**src/rtl/eth_stats_defines.svh**
```systemverilog
// Offsets, field positions, reset values and length limits of the statistics block
`ifndef ETH_STATS_DEFINES_SVH
`define ETH_STATS_DEFINES_SVH
// Counter indices; byte address is index times four
`define IDX_DEFER 4'h0
`define IDX_COLL 4'h1
`define IDX_SINGLE 4'h2
`define IDX_MULTI 4'h3
`define IDX_EXCESS 4'h4
`define IDX_LATE 4'h5
`define IDX_STARVE 4'h6
`define IDX_CARRIER 4'h7
`define IDX_TXBYTES 4'h8
`define IDX_BIN64 4'h9
`define IDX_BIN65 4'ha
`define IDX_BIN128 4'hb
`define IDX_BIN256 4'hc
`define IDX_BIN512 4'hd
`define IDX_BIN1024 4'he
`define IDX_NETBYTES 4'hf
// Byte offsets of the register window
`define OFS_CNT_LAST 8'h3c
`define OFS_CTRL 8'h40
// Control register fields and reset value
`define CTRL_HALF_DUPLEX 0
`define CTRL_FLOW_CTRL 1
`define CTRL_RESET 2'h0
// Collision count limits
`define COLL_ONE 5'h01
`define COLL_MULTI_MIN 5'h02
`define COLL_MULTI_MAX 5'h0f
`define COLL_ABANDON 5'h10
// Frame length bin limits in bytes
`define LEN_64 16'h0040
`define LEN_127 16'h007f
`define LEN_255 16'h00ff
`define LEN_511 16'h01ff
`define LEN_1023 16'h03ff
`define LEN_1518 16'h05ee
`endif

```
**src/rtl/eth_stats_pkg.sv**
```systemverilog
// Types shared by the statistics block and its neighbours
package eth_stats_pkg;
	// One collision seen by the transmit engine
	typedef struct packed {
		logic valid;
		logic late;
		logic [15:0] bytes;
	} tx_coll_t;
	// Final outcome of one transmitted frame
	typedef struct packed {
		logic valid;
		logic deferred;
		logic [4:0] coll_count;
		logic late_coll;
		logic underrun;
		logic carrier_loss;
		logic [15:0] bytes;
	} tx_done_t;
	// End of one received frame
	typedef struct packed {
		logic valid;
		logic jammed;
		logic [15:0] bytes;
	} rx_done_t;
	// Whole state of the statistics block
	typedef struct packed {
		logic [15:0][31:0] cnt;
		logic [1:0] ctrl;
		logic ack;
		logic [31:0] rdata;
	} stats_state_t;
endpackage : eth_stats_pkg

```
**src/rtl/eth_tx_and_size_statistics.sv**
```systemverilog
// Transmit, length-bin and network utilisation statistics with Avalon-MM access
//
// Design decisions made here: the register addresses and the Avalon-MM slave port.
`timescale 1ns/1ns
`include "eth_stats_defines.svh"

////////////////////////////////////////////////////////////////////////////////
module eth_tx_and_size_statistics
	import eth_stats_pkg::*;
(
	input wire logic i_clock,
	input wire logic i_rst,
	input wire tx_coll_t i_tx_coll,
	input wire tx_done_t i_tx_done,
	input wire rx_done_t i_rx_done,
	input wire logic i_rx_start,
	input wire logic [7:0] i_avs_address,
	input wire logic i_avs_read,
	input wire logic i_avs_write,
	input wire logic [31:0] i_avs_writedata,
	output logic [31:0] o_avs_readdata,
	output logic o_avs_waitrequest,
	output logic o_half_duplex,
	output logic o_flow_ctrl
);

	////////////////////////////////////////////////////////////////////////////
	// Declarations
	stats_state_t state_reg; // Registered state
	stats_state_t state_next; // Next state
	logic [15:0][31:0] inc; // Per-counter increment this cycle
	logic [15:0] clr; // Per-counter clear by software write
	logic bus_req; // Read or write pending
	logic wr_take; // Write completes this edge
	logic tx_exc; // Frame abandoned after 16 collisions
	logic tx_clean; // No carrier loss and no underrun
	logic tx_good; // Good transmitted frame
	logic tx_binq; // Transmit frame qualifies for a bin
	logic rx_binq; // Receive frame qualifies for a bin
	logic fc_coll; // Flow-control collision on reception start
	logic [5:0] tx_bins; // One-hot transmit bin
	logic [5:0] rx_bins; // One-hot receive bin

	////////////////////////////////////////////////////////////////////////////
	// Length classification
	function automatic logic [5:0] bin_of(input logic [15:0] len);
		logic [5:0] b;
		b = 6'h00;
		if (len == `LEN_64) begin
			b[0] = 1'b1;
		end else if (len <= `LEN_127 && len > `LEN_64) begin
			b[1] = 1'b1;
		end else if (len <= `LEN_255 && len > `LEN_127) begin
			b[2] = 1'b1;
		end else if (len <= `LEN_511 && len > `LEN_255) begin
			b[3] = 1'b1;
		end else if (len <= `LEN_1023 && len > `LEN_511) begin
			b[4] = 1'b1;
		end else if (len <= `LEN_1518 && len > `LEN_1023) begin
			b[5] = 1'b1;
		end
		return b;
	endfunction : bin_of

	////////////////////////////////////////////////////////////////////////////
	// Outputs
	assign bus_req = i_avs_read | i_avs_write;
	// One wait cycle on every access
	assign o_avs_waitrequest = bus_req & ~state_reg.ack;
	assign o_avs_readdata = state_reg.rdata;
	assign o_half_duplex = state_reg.ctrl[`CTRL_HALF_DUPLEX];
	assign o_flow_ctrl = state_reg.ctrl[`CTRL_FLOW_CTRL];
	assign wr_take = i_avs_write & state_reg.ack;

	////////////////////////////////////////////////////////////////////////////
	// Frame qualification
	always_comb begin
		// Abandon needs 16 collisions with none late
		tx_exc = i_tx_done.valid & ~i_tx_done.late_coll
			& (i_tx_done.coll_count == `COLL_ABANDON);
		tx_clean = ~i_tx_done.carrier_loss & ~i_tx_done.underrun;
		tx_good = i_tx_done.valid & ~i_tx_done.late_coll & ~tx_exc & tx_clean;
		// Carrier-truncated frames binned only at 64 bytes
		tx_binq = i_tx_done.valid & ~i_tx_done.late_coll & ~tx_exc
			& ~i_tx_done.underrun
			& (~i_tx_done.carrier_loss | (i_tx_done.bytes == `LEN_64));
		// Receive error flags are not even inputs here
		rx_binq = i_rx_done.valid & ~i_rx_done.jammed;
		fc_coll = i_rx_start & state_reg.ctrl[`CTRL_HALF_DUPLEX]
			& state_reg.ctrl[`CTRL_FLOW_CTRL];
		tx_bins = tx_binq ? bin_of(i_tx_done.bytes) : 6'h00;
		rx_bins = rx_binq ? bin_of(i_rx_done.bytes) : 6'h00;
	end

	////////////////////////////////////////////////////////////////////////////
	// Counter increments
	always_comb begin
		inc = '0;
		// Deferred then sent with no collision at all
		inc[`IDX_DEFER] = {31'h0, i_tx_done.valid & i_tx_done.deferred
			& (i_tx_done.coll_count == 5'h00) & ~i_tx_done.late_coll
			& tx_clean};
		// Each collision event and each flow-control collision
		inc[`IDX_COLL] = {31'h0, i_tx_coll.valid}
			+ {31'h0, fc_coll};
		// Late collision keeps the frame out of these three
		inc[`IDX_SINGLE] = {31'h0, i_tx_done.valid & ~i_tx_done.late_coll
			& (i_tx_done.coll_count == `COLL_ONE) & tx_clean};
		inc[`IDX_MULTI] = {31'h0, i_tx_done.valid & ~i_tx_done.late_coll
			& (i_tx_done.coll_count >= `COLL_MULTI_MIN)
			& (i_tx_done.coll_count <= `COLL_MULTI_MAX)
			& tx_clean};
		inc[`IDX_EXCESS] = {31'h0, tx_exc & tx_clean};
		// Late frames counted whatever else went wrong
		inc[`IDX_LATE] = {31'h0, i_tx_done.valid
			& i_tx_done.late_coll};
		inc[`IDX_STARVE] = {31'h0, i_tx_done.valid
			& i_tx_done.underrun};
		inc[`IDX_CARRIER] = {31'h0, i_tx_done.valid
			& i_tx_done.carrier_loss};
		inc[`IDX_TXBYTES] = tx_good ? {16'h0, i_tx_done.bytes} : 32'h0;
		// Transmit and receive in one bin both land
		inc[`IDX_BIN64] = {31'h0, tx_bins[0]} + {31'h0, rx_bins[0]};
		inc[`IDX_BIN65] = {31'h0, tx_bins[1]} + {31'h0, rx_bins[1]};
		inc[`IDX_BIN128] = {31'h0, tx_bins[2]} + {31'h0, rx_bins[2]};
		inc[`IDX_BIN256] = {31'h0, tx_bins[3]} + {31'h0, rx_bins[3]};
		inc[`IDX_BIN512] = {31'h0, tx_bins[4]} + {31'h0, rx_bins[4]};
		inc[`IDX_BIN1024] = {31'h0, tx_bins[5]} + {31'h0, rx_bins[5]};
		// Aborted final attempts arrive through their collision event
		inc[`IDX_NETBYTES] = (i_tx_coll.valid ? {16'h0, i_tx_coll.bytes} : 32'h0)
			+ ((i_tx_done.valid & ~i_tx_done.late_coll & ~tx_exc)
			? {16'h0, i_tx_done.bytes} : 32'h0)
			+ (i_rx_done.valid ? {16'h0, i_rx_done.bytes} : 32'h0);
	end

	////////////////////////////////////////////////////////////////////////////
	// Next state: bus slave and counters
	always_comb begin
		state_next = state_reg;
		clr = 16'h0000;
		// Acknowledge one cycle after the request appears
		state_next.ack = bus_req & ~state_reg.ack;
		// Read data captured in the wait cycle
		if (i_avs_read & ~state_reg.ack) begin
			if (i_avs_address <= `OFS_CNT_LAST && i_avs_address[1:0] == 2'h0) begin
				state_next.rdata = state_reg.cnt[i_avs_address[5:2]];
			end else if (i_avs_address == `OFS_CTRL) begin
				state_next.rdata = {30'h0, state_reg.ctrl};
			end else begin
				state_next.rdata = 32'h0; // Unmapped reads zero
			end
		end
		// Writes land one edge after the wait ends, at the edge where waitrequest is low
		if (wr_take) begin
			if (i_avs_address <= `OFS_CNT_LAST && i_avs_address[1:0] == 2'h0) begin
				clr[i_avs_address[5:2]] = 1'b1;
			end else if (i_avs_address == `OFS_CTRL) begin
				state_next.ctrl = i_avs_writedata[1:0];
			end
		end
		// Clearing write loses nothing arriving the same cycle
		for (int i = 0; i < 16; i++) begin
			state_next.cnt[i] = (clr[i] ? 32'h0 : state_reg.cnt[i]) + inc[i];
		end
	end

	////////////////////////////////////////////////////////////////////////////
	// State register
	always_ff @(posedge i_clock or posedge i_rst) begin
		if (i_rst) begin
			state_reg.cnt <= '0;
			state_reg.ctrl <= `CTRL_RESET;
			state_reg.ack <= 1'b0;
			state_reg.rdata <= 32'h0;
		end else begin
			state_reg <= state_next;
		end
	end
endmodule : eth_tx_and_size_statistics

```
**config.mk**
```make
export PLATFORM = sky130hd
export DESIGN_NAME = eth_tx_and_size_statistics
export DESIGN_NICKNAME = d
export VERILOG_FILES = /design/src/rtl/eth_stats_pkg.sv /design/src/rtl/eth_tx_and_size_statistics.sv
export VERILOG_INCLUDE_DIRS = /design/src /design/src/rtl
export SDC_FILE = /design/constraint.sdc
export NUM_CORES = 2
export LEC_CHECK = 0
export ABC_AREA = 0
export BUFFER_PORTS_ARGS = -buffer_cell sky130_fd_sc_hd__buf_2
export CORE_MARGIN = 2
export CORE_UTILIZATION = 40
export DETAILED_ROUTE_END_ITERATION = 10
export RECOVER_POWER = 25
export SYNTH_ARGS = -nofsm -noshare
export SYNTH_HDL_FRONTEND = slang
export SYNTH_SLANG_ARGS = --single-unit
```
**constraint.sdc**
```tcl
create_clock -name i_clock -period 31 [get_ports i_clock]
set_input_delay 1.55 -clock i_clock [delete_from_list [all_inputs] [get_ports i_clock]]
set_output_delay 1.55 -clock i_clock [all_outputs]
set_load 0.05 [all_outputs]
```
# After elaboration in Yosys (flattened, before gate mapping)
# Index checks and enable logic that the tools add are counted.
totals:
  wordCells: 176
  ff_bits: 547
classes:
  reduce_logical: 15
  add_sub_neg: 25
  mux: 52
  eq_ne: 5
  magnitude_cmp: 25
  bitwise_logic: 35
op_table:
  columns: ["op", "count"]
  rows:
  - ["2-to-1 mux 32 bit", 18]
  - ["adder 32 x 1 -> 32 bit", 7]
  - ["adder 32 x 2 -> 32 bit", 7]
  - ["binary-select mux 32 bit (select 4 bit)", 1]
  - ["2-to-1 mux 16 bit", 6]
  - ["> comparator 16 x 7 -> 1 bit, second input constant", 4]
  - ["adder 32 x 16 -> 32 bit", 1]
  - ["adder 32 x 18 -> 32 bit", 1]
  - ["equality test 16 x 7 -> 1 bit, second input constant", 2]
  - ["> comparator 16 x 10 -> 1 bit, second input constant", 2]
  - ["> comparator 16 x 8 -> 1 bit, second input constant", 2]
  - ["> comparator 16 x 9 -> 1 bit, second input constant", 2]
  - ["less-or-equal comparator 16 x 10 -> 1 bit, second input constant", 2]
  - ["less-or-equal comparator 16 x 11 -> 1 bit, second input constant", 2]
  - ["less-or-equal comparator 16 x 7 -> 1 bit, second input constant", 2]
  - ["less-or-equal comparator 16 x 8 -> 1 bit, second input constant", 2]
  - ["less-or-equal comparator 16 x 9 -> 1 bit, second input constant", 2]
  - ["bitwise AND 1 bit", 26]
  - ["adder 17 x 16 -> 18 bit", 1]
  - ["adder 16 x 16 -> 17 bit", 1]
  - ["2-to-1 mux 1 bit", 15]
  - ["adder 1 x 1 -> 2 bit", 7]
  - ["logical AND 1 bit", 12]
  - ["2-to-1 mux 6 bit", 2]
  - ["18 further kinds", 30]

# Longest topological paths before layout
depth:
  word_depth: 11
  depth_mapped: 18

# Least setup slack after synthesis
# No wires, ideal clock.
synth_path:
  kind: "input -> register"
  from: "input port i_tx_done[20] (netlist bit)"
  to: "register state_reg[541] (netlist bit)"
  setup_slack_ps: 25408
  t_required_ps: 30858
  cell_stages: 17
  setup_ps: 142
  arrival_time_ps: 5450
  path_buffers: 2
  cell_sequence: "nor3_1 > nand3b_1 > and3b_1 > clkbuf_1 > and2_1 > fa_1 > inv_1 > fa_1 > inv_1 > ha_1 > clkbuf_1 > a21o_1 > a21o_1 > a2111o_1 > a21oi_1 > a2111oi_0 > mux2i_1"
synth_lines:
  columns: ["item", "line", "rtl"]
  rows:
  - ["from (decl)", "eth_tx_and_size_statistics.sv:14", "input wire tx_done_t i_tx_done,"]
  - ["to (signal assigned)", "eth_tx_and_size_statistics.sv:176", "state_reg <= state_next;"]
  - ["to (decl)", "eth_tx_and_size_statistics.sv:29", "stats_state_t state_reg;"]

==> results.yml <==
timing:
  period_needed_ns: 13.36
  setup-tns-final_ns: 0
  clock.fmax_mhz: 74.9
  setup_slack_ns: 17.64
  setup_viol: 0
  period_share_pct: 43.1
  worstMarginPinSlew_ns: 9.22
  hold_viol_final: 0
  rsz0062_at_grt: "false"
  drv_slew: 373
  fin_skew_ns: 0.0394
  maxSlewHeadroom_pct: -515
floorplan:
  start_util_pct: 40.4
  fp.dieH_um: 292
  die_x_um: 292
  core_um2: 82100
  die_area_um2: 85200
  ios: 142
  rows: 105
setup_path:
  r2r_end: "state_reg[545]"
  crit-reg2reg-launch: "state_reg[32]"
  cp_top_family: "buffers and inverters"
  start_kind: "primary input"
  cp_cell_sequence: "clkbuf_1 -> clkinvlp_2 -> clkbuf_1"
  rrSetupSlack_ns: 26.38
  path_common_cell: "clkbuf_1"
  reg2reg_depth: 13
  endpoint_kind: "async pin"
  cp_num_buf_inv: 3
  critical_path_class: "primary input to async pin"
  cp_slowest_cell: "clkbuf_1"
  worstPathArrival_ns: 11.77
  worst-path-max-fanout: 174
  crit_required_ns: 29.41
  max_stage_delay_ns: 6.64
yosys:
  syn_nets: 3464
  synth.area.mux_share_pct: 11.5
  synthArstFlopShare_pct: 100
  synthAdderAreaFrac_pct: 4.57
  syn_inst: 3260
  synth_compound_area_share_pct: 5.70
  synth_area_per_cell_um2: 10.2
  synthXorXnorAreaFrac_pct: 10.3
  synthTopCellsByArea: "dfrtp_1 (41%), mux4_2 (11%), xor2_1 (5.8%), xnor2_1 (4.5%), nor2_1 (4.3%)"
  synth_cell_type_count: 73
  yosys.area_share.simple_pct: 22.9
  seq_area_frac_synth_pct: 41.3
  synth_top_area_cell: "dfrtp_1"
  netlist_area_um2: 33100
  synth-seq-cells: 547
  synth_top_area_share_pct: 41.3
  synth-edff-count: 0
  yosysWarnings: 0
  synth_top_family_by_area: "simple AND/OR/NAND/NOR gates"
  synthFlopType: "dfrtp_1"
power:
  pwr-share-comb_pct: 20.3
  power_density_nw_per_um2: 53.4
  pwr-share-seq_pct: 41.7
  leakagePower_nw: 16.0
  switchingPower_uw: 598
  p_int_mw: 1.36
  worst_ir_drop_vdd_mv: 0.0452
  swShare_pct: 30.5
  pwr-share-clk_pct: 38.0
final_layout:
  drive_above_1_share_pct: 13.1
  antennaDiodeCount: 0
  nets: 3515
  layout_common_cells: "dfrtp_1 (547), nor2_1 (377), nand2_1 (276)"
  areaGrowthSynthToFinish_pct: 10.6
  largest_reg_flops: 513
  mostFrequentLayoutCell: "dfrtp_1"
place:
  dp_slack_ns: 24.06
  hpwlAfterDp_um: 71800
  finalWeightedCongestion: 0.883
  port_buffers: 110
cts:
  cts_tree: "yes"
  htreeDepth: 2
  cts_setup_buffers: 0
  clock-sinks: 547
  cts_buffer_depth: 3
  clk_latency_ns: 0.65
  cts_resized: 0
  ctsHoldBuffers: 0
  clock-root-buffer: "clkbuf_16"
  clk_pin_slew_ns: 0.06
  cts_made_buffers: 61
global_route:
  antenna_found_initial: 6
  grt.total_usage_pct: 22.6
  grt_pass1_vias: 24200
  grt_max_degree: 175
  grt_overflow_total: 0
  grt_pass1_wl_um: 148000
flow_run:
  maxCapViolations: 3
run_status:
  outcome: "finished with violations"
  violations: "max-capacitance violations, max-slew violations"
detailed_routing:
  ant_nets: 0
  first_pass_iters: 7
  vias: 25200
  wirelength_um: 96000
  drt-wirelength-per-cell_um: 21.7
  drtIter0Drc: 2212
  vias_per_cell: 5.68
  route.detailed.drc: 0
min_path:
  whs_path_depth: 2
  hp-class: "flip-flop to flip-flop"
  hold_end: "o_avs_readdata[0]"
  hold_start: "o_avs_readdata[0]"
-- area by class of cell --
cell class | count | area [um2]
Fill cell | 7714 | 45500
Multi-Input combinational cell | 2431 | 18300
Sequential cell | 547 | 13700
Clock buffer | 92 | 1780
Tap cell | 1070 | 1340
Timing Repair Buffer | 150 | 855
Inverter | 120 | 452
Clock inverter | 18 | 245
-- routing by layer --
metal | global-route usage, % | routed length [um]
met1 | 33.1 | 43900
met2 | 34.9 | 43400
met3 | 3.36 | 6070
met4 | 6.19 | 2550
met5 | 0 | 12
-- worst max-delay path by stage --
| stage | end | start | cells after the start |
|---|---|---|---|
| floorplan | o_avs_readdata[0] | i_rst | 1 |
| global placement | state_reg[545] | i_tx_done[20] | 16 |
| detailed placement | state_reg[545] | i_tx_done[20] | 16 |
| CTS | state_reg[545] | i_tx_done[20] | 16 |
| global route | state_reg[495] | i_rst | 3 |
| finish | state_reg[490] | i_rst | 3 |
-- cells in the mapped netlist (all sizes together), types with 18 or more instances --
| library cell | number |
|---|---|
| dfrtp | 547 |
| nor2 | 378 |
| nand2 | 276 |
| xor2 | 218 |
| nand3 | 181 |
| xnor2 | 171 |
| mux4 | 160 |
| nand4 | 122 |
| inv | 120 |
| and2 | 110 |
| a21oi | 108 |
| clkbuf | 92 |
| nor3 | 75 |
| o21ai | 72 |
| buf | 70 |
| and3 | 68 |
| or3 | 60 |
| ha | 57 |
| and4 | 41 |
| nor4 | 41 |
| fa | 40 |
| nor2b | 31 |
| a22o | 30 |
| nand2b | 24 |
| a21o | 22 |
| mux2i | 18 |
-- worst register-to-register path: cells and delay by family (launching register included) --
kind	cells	cell delay (ns)
and+or+nand+nor	3	0.73
adders and majority gates	2	0.89
muxes	1	0.17
DFF	1	0.40
buffers and inverters	2	0.50
AOI/OAI and AO/OA	5	1.76
-- power groups by stage --
stage | clock network (mW) | logic (mW) | registers, mW
after global placement | 0 | 0.392 | 0.827
after global routing | 0.785 | 0.443 | 0.820
after CTS | 0.758 | 0.399 | 0.815
after detailed placement | 0 | 0.397 | 0.828
final | 0.744 | 0.397 | 0.816
after floorplan | 0 | 0.299 | 0.797
-- stage by stage --
stage          utilization, %  hold slack [ns]  power [mW]  cell area, um2  instances
6_report                 44.6            0.493        1.96           36700       4428
5_1_grt                  44.6            0.508        2.05           36700       4428
4_1_cts                  44.7            0.494        1.97           36700       4428
3_5_place_dp             42.2            0.480        1.22           34700       4318
3_3_place_gp             42.2            0.458        1.22           34700       4318
2_1_floorplan               -            0.443        1.10           33100       3260
-- cell families (layout without fill, tap and decap cells) --
logic type / after synthesis / in the layout
buffers and inverters: 282 / 380
xor gates and xnor gates: 389 / 389
AOI/OAI and AO/OA: 302 / 302
adders and majority gates: 97 / 97
DFF: 547 / 547
muxes: 180 / 180
and+or+nand+nor: 1463 / 1463
Power figures use the tool's default switching activity.
